===== src/pkg/fmc_consts.vh =====
`ifndef FMC_CONSTS_VH
`define FMC_CONSTS_VH
// ----------------------------------------
// Control register fields
// ----------------------------------------
`define FMC_B_WE        0
`define FMC_B_EE        1
`define FMC_B_BUSY      2
`define FMC_B_PROT      2
`define FMC_B_FAULT     3
`define FMC_B_SUPPLY    4
`define FMC_B_TMR_LO    5
`define FMC_B_TMR_HI    6
`define FMC_B_DWORD     7
`define FMC_B_BANK_LO   8
`define FMC_B_BANK_HI   9
`define FMC_B_WMODE     15
`define FMC_RESET_VAL   16'h0000
`define FMC_PROT_RESET  1'b1
// ----------------------------------------
// Bank bounds (word address space, byte address)
// ----------------------------------------
`define FMC_BANK0_END   15'h2fff
`define FMC_BANK1_END   15'h5fff
`define FMC_BANK2_END   15'h77ff
`define FMC_BANK3_END   15'h7fff
`define FMC_BANK1_BASE  15'h3000
`define FMC_BANK2_BASE  15'h6000
`define FMC_BANK3_BASE  15'h7800
// ----------------------------------------
// Pulse timer counts in CPU clock periods
// ----------------------------------------
`define FMC_PULSE_DURATION_0      20'd400
`define FMC_PULSE_DURATION_1      20'd4000
`define FMC_PULSE_DURATION_2      20'd40000
`define FMC_PULSE_DURATION_3      20'd400000
`endif


===== src/core/fmc_pulse_timer.v =====
`default_nettype none
module fmc_pulse_timer
(
   // Clock and reset
   input  wire        clk_sys_i,
   input  wire        reset_i,
   // Control
   input  wire        start_i,
   input  wire [19:0] count_i,
   // Status
   output reg         done_o
);
`include "fmc_consts.vh"

   reg  [19:0] cnt_q;
   reg         run_q;

   always @(posedge clk_sys_i)
   begin
      if (reset_i)
      begin
         cnt_q  <= 20'h00000;
         run_q  <= 1'b0;
         done_o <= 1'b0;
      end
      else
      begin
         done_o <= 1'b0;
         if (start_i)
         begin
            cnt_q <= count_i - 20'h00001;
            run_q <= 1'b1;
         end
         else if (run_q)
         begin
            if (cnt_q == 20'h00000)
            begin
               run_q  <= 1'b0;
               done_o <= 1'b1;
            end
            else
               cnt_q <= cnt_q - 20'h00001;
         end
      end
   end
endmodule // fmc_pulse_timer
`default_nettype wire


===== src/core/fmc_sync2.v =====
`default_nettype none
module fmc_sync2
(
   // Clock and reset
   input  wire clk_sys_i,
   input  wire reset_i,
   // Async level in, synced out
   input  wire async_i,
   output reg  sync_o
);
   reg meta_q;

   always @(posedge clk_sys_i)
   begin
      if (reset_i)
      begin
         meta_q <= 1'b0;
         sync_o <= 1'b0;
      end
      else
      begin
         meta_q <= async_i;
         sync_o <= meta_q;
      end
   end
endmodule // fmc_sync2
`default_nettype wire


===== src/core/fmc_flash_ctrl.v =====
`default_nettype none
module fmc_flash_ctrl
(
   // Clock and reset
   input  wire        clk_sys_i,
   input  wire        reset_i,
   // CPU access request
   input  wire        acc_valid_i,
   input  wire        acc_write_i,
   input  wire        acc_direct_i,
   input  wire        acc_from_flash_i,
   input  wire [14:0] acc_addr_i,
   input  wire [15:0] acc_wdata_i,
   // CPU access answer
   output reg         acc_ack_o,
   output reg         acc_err_o,
   output reg  [15:0] acc_rdata_o,
   // Array port
   input  wire [15:0] arr_rdata_i,
   output reg         arr_rd_o,
   output reg  [14:0] arr_addr_o,
   // Array operation
   output reg         arr_prog_o,
   output reg         arr_erase_o,
   output reg  [1:0]  arr_bank_o,
   output reg  [14:0] arr_erase_lo_o,
   output reg  [14:0] arr_erase_hi_o,
   output reg  [31:0] arr_prog_data_o,
   output reg         arr_dword_o,
   output reg         arr_pverify_o,
   output reg         arr_everify_o,
   // Option and supply pins
   input  wire        prot_option_i,
   input  wire        supply_ok_i,
   // Status
   output reg         write_mode_o,
   output reg         prot_active_o
);
`include "fmc_consts.vh"

   // ----------------------------------------
   // States
   // ----------------------------------------
   localparam [3:0] ST_IDLE = 4'b0001;
   localparam [3:0] ST_WAIT2 = 4'b0010;
   localparam [3:0] ST_RUN  = 4'b0100;
   localparam [3:0] ST_VER  = 4'b1000;

   reg  [3:0]  state_q;
   reg         wmode_q;
   reg         we_q;
   reg         ee_q;
   reg  [1:0]  bank_q;
   reg         dword_q;
   reg  [1:0]  tmr_q;
   reg         fault_q;
   reg         busy_q;
   reg         prot_q;
   reg         unlock_q;
   reg         half_q;
   reg  [15:0] lo_word_q;
   reg  [14:0] op_addr_q;
   reg         start_q;
   reg  [19:0] tcount_q;
   reg         op_live;
   wire        supply_s;
   wire        tmr_done;
   wire        prot_act;
   wire        blocked;
   wire        even;
   wire [15:0] ctl_rd;

   // ----------------------------------------
   // Helpers
   // ----------------------------------------
   function [19:0] pulse_duration;
      input [1:0] sel;
      begin
         if (sel == 2'b00)
            pulse_duration = `FMC_PULSE_DURATION_0;
         else if (sel == 2'b01)
            pulse_duration = `FMC_PULSE_DURATION_1;
         else if (sel == 2'b10)
            pulse_duration = `FMC_PULSE_DURATION_2;
         else
            pulse_duration = `FMC_PULSE_DURATION_3;
      end
   endfunction

   function [29:0] bank_range;
      input [1:0] b;
      begin
         if (b == 2'b00)
            bank_range = {15'h0000, `FMC_BANK0_END};
         else if (b == 2'b01)
            bank_range = {`FMC_BANK1_BASE, `FMC_BANK1_END};
         else if (b == 2'b10)
            bank_range = {`FMC_BANK2_BASE, `FMC_BANK2_END};
         else
            bank_range = {`FMC_BANK3_BASE, `FMC_BANK3_END};
      end
   endfunction

   fmc_sync2 u_sync
   (
      .clk_sys_i (clk_sys_i),
      .reset_i   (reset_i),
      .async_i   (supply_ok_i),
      .sync_o    (supply_s)
   );

   fmc_pulse_timer u_tmr
   (
      .clk_sys_i (clk_sys_i),
      .reset_i   (reset_i),
      .start_i   (start_q),
      .count_i   (tcount_q),
      .done_o    (tmr_done)
   );

   assign prot_act = prot_option_i & prot_q;
   assign blocked  = prot_act & ~acc_from_flash_i;
   assign even     = ~acc_addr_i[0];
   // Read view; bit2 reads busy, reserved reads zero
   assign ctl_rd   = {wmode_q, 5'b00000, bank_q, dword_q, tmr_q,
                      supply_s & wmode_q, fault_q, busy_q, ee_q, we_q};

   // ----------------------------------------
   // State decode
   // ----------------------------------------
   always @*
   begin
      op_live = 1'b0;
      case (state_q)
         ST_IDLE:
            op_live = 1'b0;
         ST_WAIT2:
            op_live = 1'b0;
         ST_RUN:
            op_live = 1'b1;
         ST_VER:
            op_live = 1'b0;
         default:
            op_live = 1'b0;
      endcase
   end

   // ----------------------------------------
   // Access handling
   // ----------------------------------------
   always @(posedge clk_sys_i)
   begin
      if (reset_i)
      begin
         state_q         <= ST_IDLE;
         wmode_q         <= 1'b0;
         we_q            <= 1'b0;
         ee_q            <= 1'b0;
         bank_q          <= 2'b00;
         dword_q         <= 1'b0;
         tmr_q           <= 2'b00;
         fault_q         <= 1'b0;
         busy_q          <= 1'b0;
         prot_q          <= `FMC_PROT_RESET;
         unlock_q        <= 1'b0;
         half_q          <= 1'b0;
         lo_word_q       <= 16'h0000;
         op_addr_q       <= 15'h0000;
         start_q         <= 1'b0;
         tcount_q        <= 20'h00000;
         acc_ack_o       <= 1'b0;
         acc_err_o       <= 1'b0;
         acc_rdata_o     <= 16'h0000;
         arr_rd_o        <= 1'b0;
         arr_addr_o      <= 15'h0000;
         arr_prog_o      <= 1'b0;
         arr_erase_o     <= 1'b0;
         arr_bank_o      <= 2'b00;
         arr_erase_lo_o  <= 15'h0000;
         arr_erase_hi_o  <= 15'h0000;
         arr_prog_data_o <= 32'h00000000;
         arr_dword_o     <= 1'b0;
         arr_pverify_o   <= 1'b0;
         arr_everify_o   <= 1'b0;
         write_mode_o    <= 1'b0;
         prot_active_o   <= 1'b0;
      end
      else
      begin
         acc_ack_o     <= acc_valid_i;
         acc_err_o     <= 1'b0;
         arr_rd_o      <= 1'b0;
         start_q       <= 1'b0;
         arr_prog_o    <= 1'b0;
         arr_erase_o   <= 1'b0;
         write_mode_o  <= wmode_q;
         prot_active_o <= prot_act;
         if (op_live & ~supply_s)
            fault_q <= 1'b1;
         if (tmr_done)
         begin
            busy_q  <= 1'b0;
            state_q <= ST_VER;
            arr_pverify_o <= ~ee_q;
            arr_everify_o <= ee_q;
         end
         if (acc_valid_i)
         begin
            if (blocked | busy_q)
            begin
               // Protected or mid-operation access refused
               acc_err_o   <= 1'b1;
               acc_rdata_o <= 16'h0000;
               unlock_q    <= 1'b0;
            end
            else if (!wmode_q)
            begin
               if (!acc_write_i)
               begin
                  arr_rd_o    <= 1'b1;
                  arr_addr_o  <= acc_addr_i;
                  acc_rdata_o <= arr_rdata_i;
                  unlock_q    <= 1'b0;
               end
               else if (acc_direct_i & even)
               begin
                  unlock_q <= 1'b1;
                  if (acc_from_flash_i & ~acc_wdata_i[`FMC_B_PROT])
                     prot_q <= 1'b0;
               end
               else if (!acc_direct_i & even & unlock_q)
               begin
                  wmode_q  <= 1'b1;
                  unlock_q <= 1'b0;
               end
               else
                  unlock_q <= 1'b0;
            end
            else if (acc_direct_i)
            begin
               // Virtual register inside flash window
               if (acc_write_i)
               begin
                  wmode_q <= acc_wdata_i[`FMC_B_WMODE];
                  bank_q  <= acc_wdata_i[`FMC_B_BANK_HI:`FMC_B_BANK_LO];
                  dword_q <= acc_wdata_i[`FMC_B_DWORD];
                  tmr_q   <= acc_wdata_i[`FMC_B_TMR_HI:`FMC_B_TMR_LO];
                  ee_q    <= acc_wdata_i[`FMC_B_EE];
                  we_q    <= acc_wdata_i[`FMC_B_WE];
                  half_q  <= 1'b0;
                  if (!acc_wdata_i[`FMC_B_WE])
                  begin
                     arr_pverify_o <= 1'b0;
                     arr_everify_o <= 1'b0;
                     state_q       <= ST_IDLE;
                  end
               end
               else
                  acc_rdata_o <= ctl_rd;
            end
            else if (acc_write_i & we_q)
            begin
               // Indirect array write launches operation, or latches first dword half
               if (ee_q)
               begin
                  {arr_erase_lo_o, arr_erase_hi_o} <= bank_range(bank_q);
                  arr_bank_o  <= bank_q;
                  arr_erase_o <= 1'b1;
                  busy_q      <= 1'b1;
                  fault_q     <= 1'b0;
                  tcount_q    <= pulse_duration(tmr_q);
                  start_q     <= 1'b1;
                  state_q     <= ST_RUN;
               end
               else if (dword_q & !half_q)
               begin
                  lo_word_q <= acc_wdata_i;
                  op_addr_q <= acc_addr_i;
                  half_q    <= 1'b1;
                  state_q   <= ST_WAIT2;
               end
               else
               begin
                  arr_prog_data_o <= dword_q ? {acc_wdata_i, lo_word_q}
                                             : {16'h0000, acc_wdata_i};
                  arr_addr_o  <= dword_q ? op_addr_q : acc_addr_i;
                  arr_dword_o <= dword_q;
                  arr_prog_o  <= 1'b1;
                  half_q      <= 1'b0;
                  busy_q      <= 1'b1;
                  fault_q     <= 1'b0;
                  tcount_q    <= pulse_duration(tmr_q);
                  start_q     <= 1'b1;
                  state_q     <= ST_RUN;
               end
            end
            else if (!acc_write_i)
            begin
               // Indirect read, verify reads under margin
               arr_rd_o    <= 1'b1;
               arr_addr_o  <= acc_addr_i;
               acc_rdata_o <= arr_rdata_i;
               half_q      <= 1'b0;
            end
            else
            begin
               acc_err_o   <= 1'b1;
               acc_rdata_o <= 16'h0000;
            end
         end
      end
   end
endmodule // fmc_flash_ctrl
`default_nettype wire


===== config.mk =====
export PLATFORM = sky130hd
export DESIGN_NAME = fmc_flash_ctrl
export DESIGN_NICKNAME = d
export VERILOG_FILES = /design/src/core/fmc_pulse_timer.v /design/src/core/fmc_sync2.v /design/src/core/fmc_flash_ctrl.v
export VERILOG_INCLUDE_DIRS = /design/src /design/src/pkg
export SDC_FILE = /design/constraint.sdc
export NUM_CORES = 1
export LEC_CHECK = 0
export BUFFER_PORTS_ARGS = -buffer_cell sky130_fd_sc_hd__buf_4
export CAP_MARGIN = 10
export CORE_MARGIN = 2
export CORE_UTILIZATION = 25
export DETAILED_ROUTE_END_ITERATION = 7
export PLACE_DENSITY = 0.42
export SYNTH_ARGS = -nofsm -noshare
export SYNTH_HDL_FRONTEND = slang
export SYNTH_SLANG_ARGS = --single-unit

===== constraint.sdc =====
create_clock -name clk_sys_i -period 3.5 [get_ports clk_sys_i]
set_input_delay 0.525 -clock clk_sys_i [delete_from_list [all_inputs] [get_ports clk_sys_i]]
set_output_delay 0.525 -clock clk_sys_i [all_outputs]
set_load 0.05 [all_outputs]

==> run_results.csv <==
group,metric,value,unit
yosys,synthesis.area,7360,um2
grt,antenna_found_initial,0,
grt,grt_pass1_wl,37800,um
sta,whs,312,ps
clock_tree,cts_resized,0,
floorplan,core-area,28900,um2
sta,finalCritPeriodShare,81.7,%
power_and_ir_drop,leakage,3.48,nW
power_and_ir_drop,power_density,450,nW/um2
power_and_ir_drop,power,4.20,mW
floorplan,num_rows,62,
power_and_ir_drop,seqPwrFrac,45.6,%
sta,final.setup.tns,0,ps
yosys,synth_seq_cells,165,
sta,finalCriticalPeriod,2860,ps
flow_run,maxCapViolations,0,
worst_setup_path,crit_chain,"clkinv_1, buf_4, nand2_1, ha_1, o221ai_1, or3_1, or4b_1, a21oi_1",
route,vias,6684,
clock_tree,cts_tree,"done",
finish,areaGrowthSynthToFinish,26.8,%
clock_tree,cts_num_sinks,165,
route,dr_wl_met2,11400,um
yosys,synth_top_cell_by_area,"dfxtp_1",
power_and_ir_drop,p_comb_share,8.4,%
place,gp_congestion,0.790,
floorplan,initial_utilization,25.5,%
worst_setup_path,critPathTopFamily,"simple AND/OR/NAND/NOR gates",
power_and_ir_drop,ir_drop,0.318,mV
finish,layout_commonest_cell,"buf_4",
route,drt_iter0_markers,481,
clock_tree,htreeDepth,4,
worst_setup_path,cp_slowest_stage_delay,600,ps
yosys,synth_ff_type,"dfxtp_1",
grt,grt.overflow.total,0,
finish,antenna_cells,0,
worst_setup_path,critical_path_class,"flip-flop to flip-flop",
yosys,synth_cells,876,
sta,hold_violations,0,
sta,max_slew.worst_pin.slew,830,ps
clock_tree,cts_hold_buffers,0,
yosys,ys_warn_count,0,
route,m1WireLength,11300,um
route,routed_wl,24200,um
finish,drive_gt1_share,21.4,%
floorplan,die_x,176,um
finish,final_util,32.3,%
yosys,synth.avg_cell_area,8.41,um2
worst_setup_path,crit_buf_inv,2,
route,drtAntennaViolNets,0,
yosys,synth_area_leaders,"dfxtp_1 45%, nand2_1 6.3%, a21oi_1 5.6%, mux2i_1 3.9%, nor2_1 3.4%",
route,vias_per_cell,4.83,
finish,fillCellCount,3090,
power_and_ir_drop,swShare,27.5,%
clock_tree,clk-insertion-delay-late,440,ps
floorplan,ios,160,
floorplan,dieArea,30800,um2
power_and_ir_drop,intPower,3.05,mW
finish,nets,1047,
worst_setup_path,startpoint_type,"flip-flop",
clock_tree,path_clk_slew,70,ps
yosys,synth_top_cell_area_share,44.9,%
worst_setup_path,slowest_stage,"dfxtp_1",
place,portBuffers,148,
sta,rsz0062_at_grt,"no",
worst_setup_path,arrival,3220,ps
route,drc,0,
clock_tree,post-cts-setup-buffer-count,0,
clock_tree,cts.path.max_buffers,2,
run_status,status,"completed",
route,met3_wirelength,1190,um
yosys,synthArstFlopShare,0,%
clock_tree,root_buffer,"clkbuf_16",
power_and_ir_drop,p_sw,1.15,mW
worst_setup_path,cp.required,3870,ps
sta,drv_slew,0,
route,routedWlPerCell,17.5,um
clock_tree,cts_made_buffers,17,
yosys,synth-edff-count,0,
worst_hold_path,worst_hold_path_type,"input pin to flip-flop",
worst_setup_path,cp-end-kind,"flip-flop",
route,top_layer,"met4",
grt,grt_usage,15.7,%
worst_setup_path,crit_fanout,14,
floorplan,die_h,176,um
yosys,synth_cell_types,72,
grt,grt_pass1_vias,6601,
finish,final_cell_mix,"166 x buf_4, 164 x dfxtp_1, 123 x nand2_1, 83 x a21oi_1, 66 x nor2_1",
sta,slew_headroom,44.6,%
sta,fmax,0.350,GHz
route,firstDrtPassIters,6,
power_and_ir_drop,clkPwrFrac,46.0,%
sta,clock-skew-final,13.4,ps
place,hpwlAfterDp,16600,um
grt,grt_max_degree,76,
yosys,ys_seq_area_share,44.9,%
sta,setup_viol,0,
==> cell families after synthesis <==
kind of cell,Yosys count,share of synthesized area (%)
fa+ha+maj,6,1.02
buf+inv,105,6.58
mux,29,3.94
other cells,1,0.0509
simple gates,331,21.3
flops,165,44.9
xor+xnor,10,1.19
compound gates,229,21.0
==> cells in the mapped netlist, drive strengths merged, types with 14 or more instances <==
master / count
a22o: 14
a21oi: 83
inv: 18
nand3: 34
mux2i: 29
nor3: 34
a211oi: 23
clkbuf: 57
buf: 29
dfxtp: 165
a221oi: 17
nand2: 123
nor2: 66
o21ai: 20
==> per-stage QoR <==
stage	setup slack, ps	std cells	cell area (um2)
4_1_cts	639	1383	9330
6_report	642	1383	9330
3_3_place_gp	693	1351	8740
5_1_grt	399	1383	9330
2_1_floorplan	634	886	7400
3_5_place_dp	659	1351	8740
==> layout make-up <==
| type | count | area, um2 | area share, % |
|---|---|---|---|
| clock inverters | 14 | 158 | 1.69 |
| flip-flops and latches | 165 | 3300 | 35.4 |
| well taps | 384 | 480 | 5.15 |
| multi-input cells | 616 | 3610 | 38.7 |
| repair buffers | 167 | 1270 | 13.6 |
| inverters | 19 | 71.3 | 0.764 |
| clock buffers | 18 | 439 | 4.71 |
==> state kept, by name, indices dropped and copies added (netlist names), 2 cells and up <==
| name | cells |
|---|---|
| bank_q | 2 |
| arr_addr_o | 15 |
| tcount_q | 10 |
| u_tmr.cnt_q | 20 |
| arr_erase_lo_o | 3 |
| arr_erase_hi_o | 4 |
| op_addr_q | 15 |
| state_q | 4 |
| arr_prog_data_o | 32 |
| lo_word_q | 16 |
| acc_rdata_o | 16 |
| arr_bank_o | 2 |
| tmr_q | 2 |
==> power by group through the flow <==
stage	clock, mW	combinational (mW)	sequential (mW)
finish	1.93	0.354	1.92
global route	2.07	0.380	1.92
CTS	1.99	0.359	1.92
detailed placement	0	0.359	1.96
global placement	0	0.360	1.96
floorplan	0	0.139	2.04
==> path summary, 6_finish.rpt <==
check	startpoint	endpoint	slack [ps]	cells after the start
min reg2reg	u_sync.meta_q	u_sync.sync_o	440	1
max reg2reg	start_q	u_tmr.cnt_q[14]	640	8
max	start_q	u_tmr.cnt_q[14]	640	8
min	supply_ok_i	u_sync.meta_q	310	2
==> layer usage <==
layer / GRT usage (%) / up-vias
met5: 0 / -
met4: 4.34 / 0
met3: 3.66 / 21
met2: 25.0 / 166
met1: 21.3 / 3160
li1: - / 3337
==> worst reg2reg max path, cell delays in order (launching register included) <==
cell,delay (ps)
dfxtp_1,600
clkinv_1,170
buf_4,210
nand2_1,80
ha_1,290
o221ai_1,260
or3_1,510
or4b_1,520
a21oi_1,140
Power figures use the tool's default switching activity.
